===== src/rtl/rml_pkg.sv =====
`default_nettype none
package rml_pkg;
  // timing at the 10 MHz core clock
  localparam int CLK_HZ        = 10_000_000;
  localparam int LOSS_HOLD_MS  = 2000;
  localparam int LOSS_HOLD_CYC = (CLK_HZ / 1000) * LOSS_HOLD_MS;
  // excessive error ratio: errored frames out of a one-second window
  localparam int ERR_WINDOW    = 166;
  localparam int ERR_LIMIT     = 150;
  localparam int NPAIR_DEF     = 3;

  // operations channel
  localparam logic [1:0] REG_ADDR       = 2'h2;
  localparam logic [7:0] EOC_LOOP1A     = 8'h50;
  localparam logic [7:0] EOC_RTN        = 8'hFF;
  localparam logic [7:0] EOC_HOLD       = 8'h3F;
  localparam logic [7:0] EOC_STAT_REQ   = 8'h20;
  localparam logic [7:0] EOC_CFG_RD     = 8'h21;
  localparam logic [7:0] EOC_CFG_WR     = 8'h22;
  localparam logic [7:0] EOC_STAT_REPLY = 8'h30;
  localparam logic [7:0] EOC_CFG_REPLY  = 8'h31;

  // overhead indicator bit positions
  localparam int OH_W    = 9;
  localparam int OH_HRP  = 0;
  localparam int OH_REGA = 1;
  localparam int OH_RRBE = 2;
  localparam int OH_RCBE = 3;
  localparam int OH_FEBE = 4;
  localparam int OH_RTA  = 5;
  localparam int OH_PS1  = 6;
  localparam int OH_PS2  = 7;
  localparam int OH_LOSD = 8;

  // register map, byte addresses
  localparam int ADDR_W = 5;
  localparam logic [4:0] REG_CTRL   = 5'h00;
  localparam logic [4:0] REG_STATUS = 5'h04;
  localparam logic [4:0] REG_EQUIP  = 5'h08;
  localparam logic [4:0] REG_CFG    = 5'h0C;
  localparam int CTRL_LRST  = 0;
  localparam int CTRL_ALARM = 1;
  localparam logic [1:0] CTRL_RST  = 2'h1;
  localparam logic [7:0] CFG_RST   = 8'h00;
  localparam logic [7:0] EQUIP_RST = 8'h00;

  typedef enum logic {RML_NORMAL, RML_LOOPED} rml_loop_t;
endpackage
`default_nettype wire


===== src/rtl/rml_regen_maint.sv =====
// Design decisions made here: register access over Avalon-MM and the address map.
`timescale 1ns/1ns
`default_nettype none
module rml_regen_maint
  import rml_pkg::*;
#(
  parameter int NPAIR    = rml_pkg::NPAIR_DEF,
  parameter int LOSS_CYC = rml_pkg::LOSS_HOLD_CYC
) (
  // clock and reset
  input  wire logic                     clk,
  input  wire logic                     srst,
  // register bus
  input  wire logic [rml_pkg::ADDR_W-1:0] avs_address,
  input  wire logic                     avs_read,
  input  wire logic                     avs_write,
  input  wire logic [31:0]              avs_writedata,
  output logic [31:0]                   avs_readdata,
  output logic                          avs_waitrequest,
  // line status of both transceiver sides
  input  wire logic                     los_r,
  input  wire logic                     lfa_r,
  input  wire logic                     los_c,
  input  wire logic                     lfa_c,
  input  wire logic                     busy_r,
  input  wire logic                     busy_c,
  input  wire logic                     entered_off_r,
  input  wire logic                     entered_off_c,
  input  wire logic                     link_r_up,
  // transceiver control
  output logic                          deact_r,
  output logic                          deact_c,
  output logic                          start_c,
  output logic                          reset_c,
  output logic                          loop_active,
  // operations channel
  input  wire logic                     eoc_valid,
  input  wire logic [1:0]               eoc_addr,
  input  wire logic [7:0]               eoc_code,
  input  wire logic [7:0]               eoc_data,
  output logic                          eoc_tx_valid,
  output logic [1:0]                    eoc_tx_addr,
  output logic [7:0]                    eoc_tx_code,
  output logic [7:0]                    eoc_tx_data,
  output logic                          eoc_fwd,
  // overhead indicator bits
  input  wire logic [rml_pkg::OH_W-1:0] oh_rx_r,
  input  wire logic [rml_pkg::OH_W-1:0] oh_rx_c,
  output logic [rml_pkg::OH_W-1:0]      oh_tx_r,
  output logic [rml_pkg::OH_W-1:0]      oh_tx_c,
  // local error and alarm sources
  input  wire logic                     crc_err_r,
  input  wire logic                     crc_err_c,
  input  wire logic                     clk_lost,
  input  wire logic                     delay_exceeded,
  input  wire logic                     mem_fail,
  input  wire logic [NPAIR-1:0]         frame_tick,
  input  wire logic [NPAIR-1:0]         frame_err,
  output logic [NPAIR-1:0]              eer
);
  import rml_pkg::*;

  typedef struct packed {
    rml_loop_t       loop;
    logic            waitreq;
    logic [31:0]     rdata;
    logic [1:0]      ctrl;
    logic [7:0]      equip;
    logic [7:0]      cfg;
    logic            deact_r;
    logic            deact_c;
    logic            start_c;
    logic            reset_c;
    logic            tx_valid;
    logic [1:0]      tx_addr;
    logic [7:0]      tx_code;
    logic [7:0]      tx_data;
    logic            fwd;
    logic [OH_W-1:0] oh_r;
    logic [OH_W-1:0] oh_c;
    logic            exp_r_d;
    logic            exp_c_d;
    logic [NPAIR-1:0] eer;
  } rml_st_t;

  rml_st_t          st;
  rml_st_t          next_st;
  logic             exp_r;
  logic             exp_c;
  logic [NPAIR-1:0] eer_w;
  logic             alarm;
  logic             loss_off;
  logic             own_msg;

  // status word: live state over the software-held equipment bits
  function automatic logic [31:0] status_word(input rml_st_t s,
                                              input logic    alm);
    logic [31:0] w;
    w      = {24'h000000, s.equip};
    w[0]   = w[0] | (s.loop == RML_LOOPED);
    w[1]   = w[1] | alm;
    w[2]   = w[2] | (|s.eer);
    return w;
  endfunction

  // replace the regenerator's own bits in an outgoing overhead word
  function automatic logic [OH_W-1:0] own_bits(input logic [OH_W-1:0] b,
                                               input logic alm,
                                               input logic er,
                                               input logic ec);
    logic [OH_W-1:0] o;
    o          = b;
    o[OH_HRP]  = 1'b0;
    o[OH_REGA] = alm;
    o[OH_RRBE] = er;
    o[OH_RCBE] = ec;
    return o;
  endfunction

  rml_persist #(.CYCLES(LOSS_CYC)) u_hold_r (
    .clk     (clk),
    .srst    (srst),
    .cond    (los_r | lfa_r),
    .expired (exp_r)
  );

  rml_persist #(.CYCLES(LOSS_CYC)) u_hold_c (
    .clk     (clk),
    .srst    (srst),
    .cond    (los_c | lfa_c),
    .expired (exp_c)
  );

  genvar gp;
  generate
    for (gp = 0; gp < NPAIR; gp++) begin : g_pair
      rml_errmon #(.WINDOW(ERR_WINDOW), .LIMIT(ERR_LIMIT)) u_em (
        .clk        (clk),
        .srst       (srst),
        .frame_tick (frame_tick[gp]),
        .frame_err  (frame_err[gp]),
        .eer        (eer_w[gp])
      );
    end
  endgenerate

  assign alarm = clk_lost | delay_exceeded | mem_fail
               | st.ctrl[CTRL_ALARM];
  assign loss_off = (exp_r & ~st.exp_r_d) | (exp_c & ~st.exp_c_d);
  assign own_msg  = eoc_valid & (eoc_addr == REG_ADDR);

  always_comb begin
    next_st          = st;
    next_st.exp_r_d  = exp_r;
    next_st.exp_c_d  = exp_c;
    next_st.eer      = eer_w;
    next_st.deact_r  = 1'b0;
    next_st.deact_c  = 1'b0;
    next_st.start_c  = 1'b0;
    next_st.reset_c  = 1'b0;
    next_st.tx_valid = 1'b0;
    next_st.fwd      = 1'b0;

    // bus slave: one wait cycle, transfer at the edge waitrequest is low
    if (!st.waitreq) begin
      next_st.waitreq = 1'b1;
      if (avs_write) begin
        case (avs_address)
          REG_CTRL:  next_st.ctrl  = avs_writedata[1:0];
          REG_EQUIP: next_st.equip = avs_writedata[7:0];
          REG_CFG:   next_st.cfg   = avs_writedata[7:0];
          default:   next_st.ctrl  = st.ctrl;
        endcase
      end
    end else if (avs_read || avs_write) begin
      next_st.waitreq = 1'b0;
      case (avs_address)
        REG_CTRL:   next_st.rdata = {30'h0, st.ctrl};
        REG_STATUS: next_st.rdata = status_word(st, alarm);
        REG_EQUIP:  next_st.rdata = {24'h000000, st.equip};
        REG_CFG:    next_st.rdata = {24'h000000, st.cfg};
        default:    next_st.rdata = 32'h00000000;
      endcase
    end

    // loss on either side takes both sides down
    if (loss_off) begin
      next_st.deact_r = 1'b1;
      next_st.deact_c = 1'b1;
    end
    // one side down forces the other if it is up
    if (entered_off_r && busy_c)
      next_st.deact_c = 1'b1;
    if (entered_off_c && busy_r)
      next_st.deact_r = 1'b1;

    // operations channel
    if (own_msg) begin
      // own address handled while looped too
      case (eoc_code)
        EOC_LOOP1A: begin
          next_st.loop    = RML_LOOPED;
          // optional retrain of network side on live link
          next_st.reset_c = busy_c & st.ctrl[CTRL_LRST];
        end
        EOC_RTN: begin
          if (st.loop == RML_LOOPED) begin
            // drop network side and cancel loop
            next_st.loop    = RML_NORMAL;
            next_st.deact_c = 1'b1;
            next_st.start_c = link_r_up;
          end
        end
        EOC_STAT_REQ: begin
          next_st.tx_valid = 1'b1;
          next_st.tx_addr  = REG_ADDR;
          next_st.tx_code  = EOC_STAT_REPLY;
          next_st.tx_data  = 8'(status_word(st, alarm));
        end
        EOC_CFG_RD: begin
          next_st.tx_valid = 1'b1;
          next_st.tx_addr  = REG_ADDR;
          next_st.tx_code  = EOC_CFG_REPLY;
          next_st.tx_data  = st.cfg;
        end
        EOC_CFG_WR: begin
          // remote write wins over a bus write
          next_st.cfg      = eoc_data;
          next_st.tx_valid = 1'b1;
          next_st.tx_addr  = REG_ADDR;
          next_st.tx_code  = EOC_CFG_REPLY;
          next_st.tx_data  = eoc_data;
        end
        default: next_st.tx_valid = 1'b0;
      endcase
    end else if (eoc_valid) begin
      if (st.loop == RML_LOOPED) begin
        next_st.tx_valid = 1'b1;
        next_st.tx_addr  = REG_ADDR;
        next_st.tx_code  = EOC_HOLD;
        next_st.tx_data  = 8'h00;
      end else begin
        next_st.fwd = 1'b1;
      end
    end

    // line deactivation also releases the loop
    if (loss_off || entered_off_r || entered_off_c)
      next_st.loop = RML_NORMAL;

    // looped bits return to terminal, own bits stay live
    // rrbe, rcbe local; febe passes from terminal side when looped, else from network side
    // ps1/ps2 and losd ride through unchanged
    if (st.loop == RML_LOOPED)
      next_st.oh_r = own_bits(oh_rx_r, alarm, crc_err_r, crc_err_c);
    else
      next_st.oh_r = own_bits(oh_rx_c, alarm, crc_err_r, crc_err_c);
    // transparent loop: terminal side always forwarded
    next_st.oh_c = oh_rx_r;
  end

  always_ff @(posedge clk) begin
    if (srst) begin
      st         <= '0;
      st.loop    <= RML_NORMAL;
      st.waitreq <= 1'b1;
      st.ctrl    <= CTRL_RST;
      st.cfg     <= CFG_RST;
      st.equip   <= EQUIP_RST;
    end else begin
      st <= next_st;
    end
  end

  assign avs_readdata    = st.rdata;
  assign avs_waitrequest = st.waitreq;
  assign deact_r         = st.deact_r;
  assign deact_c         = st.deact_c;
  assign start_c         = st.start_c;
  assign reset_c         = st.reset_c;
  assign loop_active     = (st.loop == RML_LOOPED);
  assign eoc_tx_valid    = st.tx_valid;
  assign eoc_tx_addr     = st.tx_addr;
  assign eoc_tx_code     = st.tx_code;
  assign eoc_tx_data     = st.tx_data;
  assign eoc_fwd         = st.fwd;
  assign oh_tx_r         = st.oh_r;
  assign oh_tx_c         = st.oh_c;
  assign eer             = st.eer;
endmodule // rml_regen_maint
`default_nettype wire


===== src/rtl/rml_persist.sv =====
`timescale 1ns/1ns
`default_nettype none
module rml_persist #(
  parameter int CYCLES = 2
) (
  // clock and reset
  input  wire logic clk,
  input  wire logic srst,
  // condition and result
  input  wire logic cond,
  output logic      expired
);
  localparam int CW = $clog2(CYCLES + 1);

  typedef struct packed {
    logic [CW-1:0] cnt;
    logic          expired;
  } rml_pst_t;

  rml_pst_t st;
  rml_pst_t next_st;

  always_comb begin
    next_st = st;
    if (!cond) begin
      next_st.cnt     = '0;
      next_st.expired = 1'b0;
    end else if (st.cnt == CW'(CYCLES - 1)) begin
      next_st.expired = 1'b1;
    end else begin
      next_st.cnt = st.cnt + CW'(1);
    end
  end

  always_ff @(posedge clk) begin
    if (srst) st <= '0;
    else st <= next_st;
  end

  assign expired = st.expired;
endmodule // rml_persist
`default_nettype wire


===== src/rtl/rml_errmon.sv =====
`timescale 1ns/1ns
`default_nettype none
module rml_errmon #(
  parameter int WINDOW = 166,
  parameter int LIMIT  = 150
) (
  // clock and reset
  input  wire logic clk,
  input  wire logic srst,
  // per-frame report from the pair
  input  wire logic frame_tick,
  input  wire logic frame_err,
  output logic      eer
);
  localparam int CW = $clog2(WINDOW + 1);

  typedef struct packed {
    logic [CW-1:0] frm;
    logic [CW-1:0] errs;
    logic          eer;
  } rml_em_t;

  rml_em_t       st;
  rml_em_t       next_st;
  logic [CW-1:0] sum;

  always_comb begin
    next_st = st;
    sum     = st.errs + CW'(frame_err);
    if (frame_tick) begin
      if (st.frm == CW'(WINDOW - 1)) begin
        next_st.eer  = (sum >= CW'(LIMIT));
        next_st.frm  = '0;
        next_st.errs = '0;
      end else begin
        next_st.frm  = st.frm + CW'(1);
        next_st.errs = sum;
      end
    end
  end

  always_ff @(posedge clk) begin
    if (srst) st <= '0;
    else st <= next_st;
  end

  assign eer = st.eer;
endmodule // rml_errmon
`default_nettype wire


===== config.mk =====
export PLATFORM = sky130hd
export DESIGN_NAME = rml_regen_maint
export DESIGN_NICKNAME = d
export VERILOG_FILES = /design/src/rtl/rml_pkg.sv /design/src/rtl/rml_regen_maint.sv /design/src/rtl/rml_persist.sv /design/src/rtl/rml_errmon.sv
export SDC_FILE = /design/constraint.sdc
export NUM_CORES = 1
export LEC_CHECK = 0
export ABC_AREA = 1
export BUFFER_PORTS_ARGS = -buffer_cell sky130_fd_sc_hd__buf_2
export CAP_MARGIN = 10
export CORE_ASPECT_RATIO = 1.75
export CORE_MARGIN = 8
export CORE_UTILIZATION = 50
export DETAILED_ROUTE_END_ITERATION = 8
export GPL_TIMING_DRIVEN = 0
export HOLD_SLACK_MARGIN = 0.02
export PLACE_DENSITY = 0.76
export SLEW_MARGIN = 10
export SYNTH_ARGS = -nofsm -noshare
export SYNTH_HDL_FRONTEND = slang
export SYNTH_HIERARCHICAL = 1
export SYNTH_SLANG_ARGS = --single-unit

===== constraint.sdc =====
create_clock -name clk -period 1.35 [get_ports clk]
set_input_delay 0.27 -clock clk [delete_from_list [all_inputs] [get_ports clk]]
set_output_delay 0.27 -clock clk [all_outputs]
set_load 0.02 [all_outputs]

Word-level counts from Yosys, hierarchy flattened
Index checks and enable logic that the tools add are counted.
{"block": "word_totals", "reg_bits": 202, "in_bits": 98, "out_inout_bits": 79, "word_cells": 133}
{"block": "classes", "addsub": 8, "n_lt_le_gt_ge": 3, "eq_ne": 15, "muxes": 25, "bitwise_logic": 23, "reduce_logical": 26}
{"operator": "$pmux 18 s3", "n": 1}
{"operator": "$add 25x1->25 const B", "n": 2}
{"operator": "$eq 25x25->1 const B", "n": 2}
{"operator": "$mux 16", "n": 3}
{"operator": "$mux 8", "n": 5}
{"operator": "$mux 19", "n": 2}
{"operator": "$mux 33", "n": 1}
{"operator": "$eq 8x8->1 const B", "n": 4}
{"operator": "$pmux 8 s4", "n": 1}
{"operator": "$add 8x1->8", "n": 3}
{"operator": "$add 8x1->8 const B", "n": 3}
{"operator": "$eq 8x6->1 const B", "n": 3}
{"operator": "$ge 8x8->1 const B", "n": 3}
{"operator": "$mux 20", "n": 1}
{"operator": "$reduce_or 3->1", "n": 4}
{"operator": "$eq 5x4->1 const B", "n": 2}
{"operator": "$not 1->1", "n": 10}
{"operator": "$reduce_and 2->1", "n": 5}
{"operator": "$mux 9", "n": 1}
{"operator": "$or 1x1->1", "n": 9}
{"operator": "$reduce_and 3->1", "n": 3}
{"operator": "$eq 8x7->1 const B", "n": 1}
{"operator": "$reduce_or 2->1", "n": 4}
{"operator": "$mux 2", "n": 3}
{"operator": "12 further kinds", "n": 24}

Longest topological paths before layout
{"block": "logic_depth", "word_depth": 8, "ltp_mapped": 13, "depth_no_buf": 11}

By module
The synthesis kept the hierarchy.
{"mod": "rml_regen_maint", "instances": 1, "cells_per_inst": 492, "area_each_um2": 3527.1, "seq_area_each_um2": 1341.3}
{"mod": "rml_persist", "instances": 2, "cells_per_inst": 257, "area_each_um2": 1555.2, "seq_area_each_um2": 520.5}
{"mod": "rml_errmon", "instances": 3, "cells_per_inst": 136, "area_each_um2": 938.4, "seq_area_each_um2": 340.3}

Worst setup path before layout
Ideal clock, no wire load.
{"block": "synth_timing", "path_type": "flip-flop to flip-flop", "from": "register u_hold_c/st[2] in the netlist's numbering", "to": "register u_hold_c/st[9] in the netlist's numbering", "setup_ns": 0.128, "arrival_time_ns": 1.241, "required_ns": 1.222, "path_slack_ns": -0.019, "stages_incl_launch_ff": 9, "n_path_buf": 0, "synth_period_minus_slack_ns": 1.369, "path_cell_list": "dfxtp_1 > ha_1 > inv_1 > nor2_2 > nand2_2 > nor2_1 > nand2_2 > nand2_1 > nor2_1"}
{"block": "synth_between", "elab_chain_len": 1, "word_cells_on_any_way": 2, "classes_between": "add/sub (1); eq/ne (1)"}
{"item": "from (decl)", "line": "rml_persist.sv:20", "text": "rml_pst_t st;"}
{"item": "from (signal assigned)", "line": "rml_persist.sv:37", "text": "else st <= next_st;"}
{"item": "$add 25x1->25 or $eq 25x25->1 (tied branches)", "line": "rml_persist.sv:31, rml_persist.sv:28"}
Parallel ways exist; a longest one is shown, timed or not.
A chain may end at the register's enable or synchronous reset.

Final worst setup path
{"block": "layout_timing", "from": "register u_hold_r/st[2] in the netlist's numbering", "to": "register u_hold_r/st[24] in the netlist's numbering"}
{"block": "layout_between", "elab_chain_len": 1, "word_cells_on_any_way": 2, "classes_between": "add/sub (1); eq/ne (1)"}
{"item": "from (decl)", "line": "rml_persist.sv:20"}
{"item": "from (signal assigned)", "line": "rml_persist.sv:37"}
{"item": "$add 25x1->25 or $eq 25x25->1 (tied branches)", "line": "rml_persist.sv:31, rml_persist.sv:28"}
Parallel ways exist; a longest one is shown, timed or not.

==> summary.md <==
| Metric | Value |
|---|---|
| GRT Residual Overflow | 0 |
| Synth Flop Type | dfxtp_1 |
| Total Power | 10.9 mW |
| Final HPWL DP | 18400 um |
| Gp weighted congestion | 0.912 |
| DRC Markers | 0 |
| Critical path startpoint category | register |
| Slew @ Worst Pin | 638 ps |
| Run status | finished, final reports clean |
| Synth area leaders | dfxtp_1, nand2_1, nor2_1, inv_1, buf_4 |
| Vias | 9211 |
| Vias per inst | 4.94 |
| First-pass GRT wire length | 38800 um |
| CP max-delay cell | dfxtp_4 |
| Endpoint class of the critical path | register |
| Top cell type's share of synthesized area | 36.0% |
| GRT Max-Usage Layer | met2 |
| DRT iter0 DRCs | 455 |
| Seq pwr share | 47.1% |
| Peak VDD IR | 0.750 mV |
| Routed len/inst | 13.0 um |
| M1 GR Usage | 18.1% |
| Fin crit period | 1340 ps |
| Vias in the first global route | 8647 |
| Seq/Total Area, Yosys | 36.0% |
| Sw Ratio | 26.0% |
| Synth cell types | 38 |
| Crit path DAT | 1630 ps |
| Setup Viol. Count Final | 0 |
| Layout cell share with drive strength beyond 1 | 28.3% |
| Initial antenna violation count | 0 |
| Cts hold-fix bufs | 0 |
| Worst path top cell family by delay | simple AND/OR/NAND/NOR gates |
| Full die area | 23700 sq um |
| Yosys top cell by area | dfxtp_1 |
| Setup CP Type | register to register |
| Nets | 1724 |
| Post-Synthesis Cells | 1414 |
| Met2 usage | 39.5% |
| Yosys warns | 6 |
| Drt first pass iters | 6 |
| Area delta synth->final | 25.5% |
| Clock power share | 44.1% |
| Root buf cell | clkbuf_16 |
| CTS Sinks | 170 |
| Fin util | 63.8% |
| Crit path cell chain | buf_12 -> nand3_4 -> nor2_4 -> nand3_4 -> nor2_1 -> nand2_1 -> nand2_1 -> nor2_1 |
| Initial Util | 50.9% |
| Die Wd | 120 um |
| Max-slew violation count | 0 |
| Largest net degree at the start of global routing | 18 |
| Internal | 8.09 mW |
| Comb power frac | 8.8% |
| Clock Path Buffers | 2 |
| Worst-path clk slew | 70 ps |
| Period utilization | 99.4% |
| Syn_area_per_cell | 6.69 sq um |
| Post-Route WL | 24300 um |
| Worst Hold Class | input port to register |
| N_diodes | 0 |
| Met3 Use GR | 3.54% |
| Worst EP required | 1640 ps |
| Mapped Area | 9450 sq um |
| Max Fclk | 745 MHz |
| Clock Skew | 9.40 ps |
| GRT Total Usage | 19.8% |
| Rows | 66 |
| Port Buffer Count | 120 |
| CTS buffer count | 17 |
| MaxCap Viol Count | 0 |
| Ys async rst share | 0% |
| Max incr delay on CP | 370 ps |
| Post-synth EDFFs | 0 |
| P per Cell Area | 922 nW/um^2 |
| Top-level I/O count | 177 |
| Leak | 5.23 nW |
| Fin. Hold Viols | 0 |
| #FFs+latches synth | 170 |
| Crit path max fanout | 6 |
| Area of the core | 18600 sq um |
| Die Span Y | 198 um |
| Setup TNS | 0 ps |
| Psw | 2.85 mW |
| RSZ-0062 raised after global routing | yes |
| CTS tree | done |
| H-tree level count | 4 |
| Final ANT Viol Nets | 0 |
| Buf+Inv Stages, Crit Path | 1 |
| Slew HR | 57.5% |
| Clk Latency, worst-skew pair | 420 ps |
## path summary, 6_finish.rpt
kind | startpoint | end | slack (ps) | cells after the start
setup reg to reg | u_hold_r/st[2] | u_hold_r/st[24] | 8 | 8
setup / recovery | u_hold_r/st[2] | u_hold_r/st[24] | 8 | 8
hold reg to reg | u_hold_c/expired | st[3] | 450 | 2
hold / removal | crc_err_c | oh_tx_r[3] | 50 | 3
## metrics by stage
stage               cells  hold WS (ps)  worst slack [ps]  area [sq um]
floorplan            1441           346             0.450          9560
global placement     1799           437              -496         10500
detailed placement   1799           444              -512         10500
CTS                  1835          38.3             -76.7         11200
global route         1863          48.2             -93.0         11900
finish               1863          49.0              7.71         11900
## logic make-up after synthesis
| logic type | after synthesis | share of synthesized area [%] |
|---|---|---|
| DFF | 170 | 36.0 |
| other | 1 | 0.0397 |
| buffers and inverters | 272 | 13.9 |
| AOI/OAI and AO/OA | 147 | 8.18 |
| xor gates and xnor gates | 21 | 1.95 |
| adders and majority gates | 14 | 1.85 |
| and+or+nand+nor | 789 | 38.0 |
## power by group through the flow
stage / combinational (mW) / sequential [mW] / clock (mW)
after global routing: 1.06 / 5.16 / 5.15
after CTS: 0.866 / 5.14 / 4.92
final: 0.962 / 5.15 / 4.82
after floorplan: 0.549 / 5.25 / 0
after global placement: 0.831 / 5.25 / 0
after detailed placement: 0.841 / 5.25 / 0
## layer usage
layer	vias up	part of all wire [%]
met3	56	3.9
li1	4746	-
met2	260	55
met5	-	0
met4	0	4.0
met1	4149	37
## synthesized netlist by cell type, types with 4 or more instances
cell type,number
a21oi_1,86
inv_2,9
ha_1,14
nor3b_1,9
o21ai_0,44
inv_1,169
nor2_1,231
xnor2_1,8
clkbuf_1,16
nand3_1,92
xor2_1,13
o21bai_1,7
nor2_4,12
nand2_4,4
a211oi_1,5
nand3b_1,6
dfxtp_1,170
nand2_1,344
nand2_2,18
nor2_2,19
nand3_2,6
buf_4,72
nand4_1,20
nor3_1,14
## worst reg2reg max path, cell delays in order, from the launching register on
cell and delay, ps:
dfxtp_4 370, buf_12 100, nand3_4 90, nor2_4 220, nand3_4 160, nor2_1 130
nand2_1 50, nand2_1 60, nor2_1 30
## cell usage in the layout (no fill, tap or decap), drive strengths merged
cell type	n
a211oi	5
clkinvlp	1
dfxtp	170
o211a	1
o21ai	46
nand2	367
o21bai	7
a21oi	86
nor2	265
or2	2
xor2	13
inv	186
xnor2	8
nand4	20
clkbuf	34
nand3b	6
clkinv	4
buf	228
nand3	101
a31oi	1
o22ai	1
ha	14
conb	28
bufinv	1
nor4	1
nor3	17
nor3b	12
## repair_timing
action,in CTS,in global routing
buffers inserted,4,26
pin swaps,10,47
gates cloned,0,2
endpoints found under the setup margin,96,112
gates resized for setup,45,128
## cell type report
cell class                 count  area [sq um]
clock inverter                14           153
fill                        1696          6720
sequential                   170          3470
inverter                     178           674
buffer                        94           659
multi-input combinational   1001          5330
timing repair buffer         150           855
tap                          238           298
clock buffer                  18           429
## state kept, by name, summed over array words and instances (netlist names), 8 cells and up
signal,cells
g_pair.u_em/st,48
u_hold_c/st,25
u_hold_r/st,25
st,20
oh_tx_c,9
avs_readdata,8
eoc_tx_data,8
oh_tx_r,8
No activity file was read; power rests on OpenSTA's default activity.
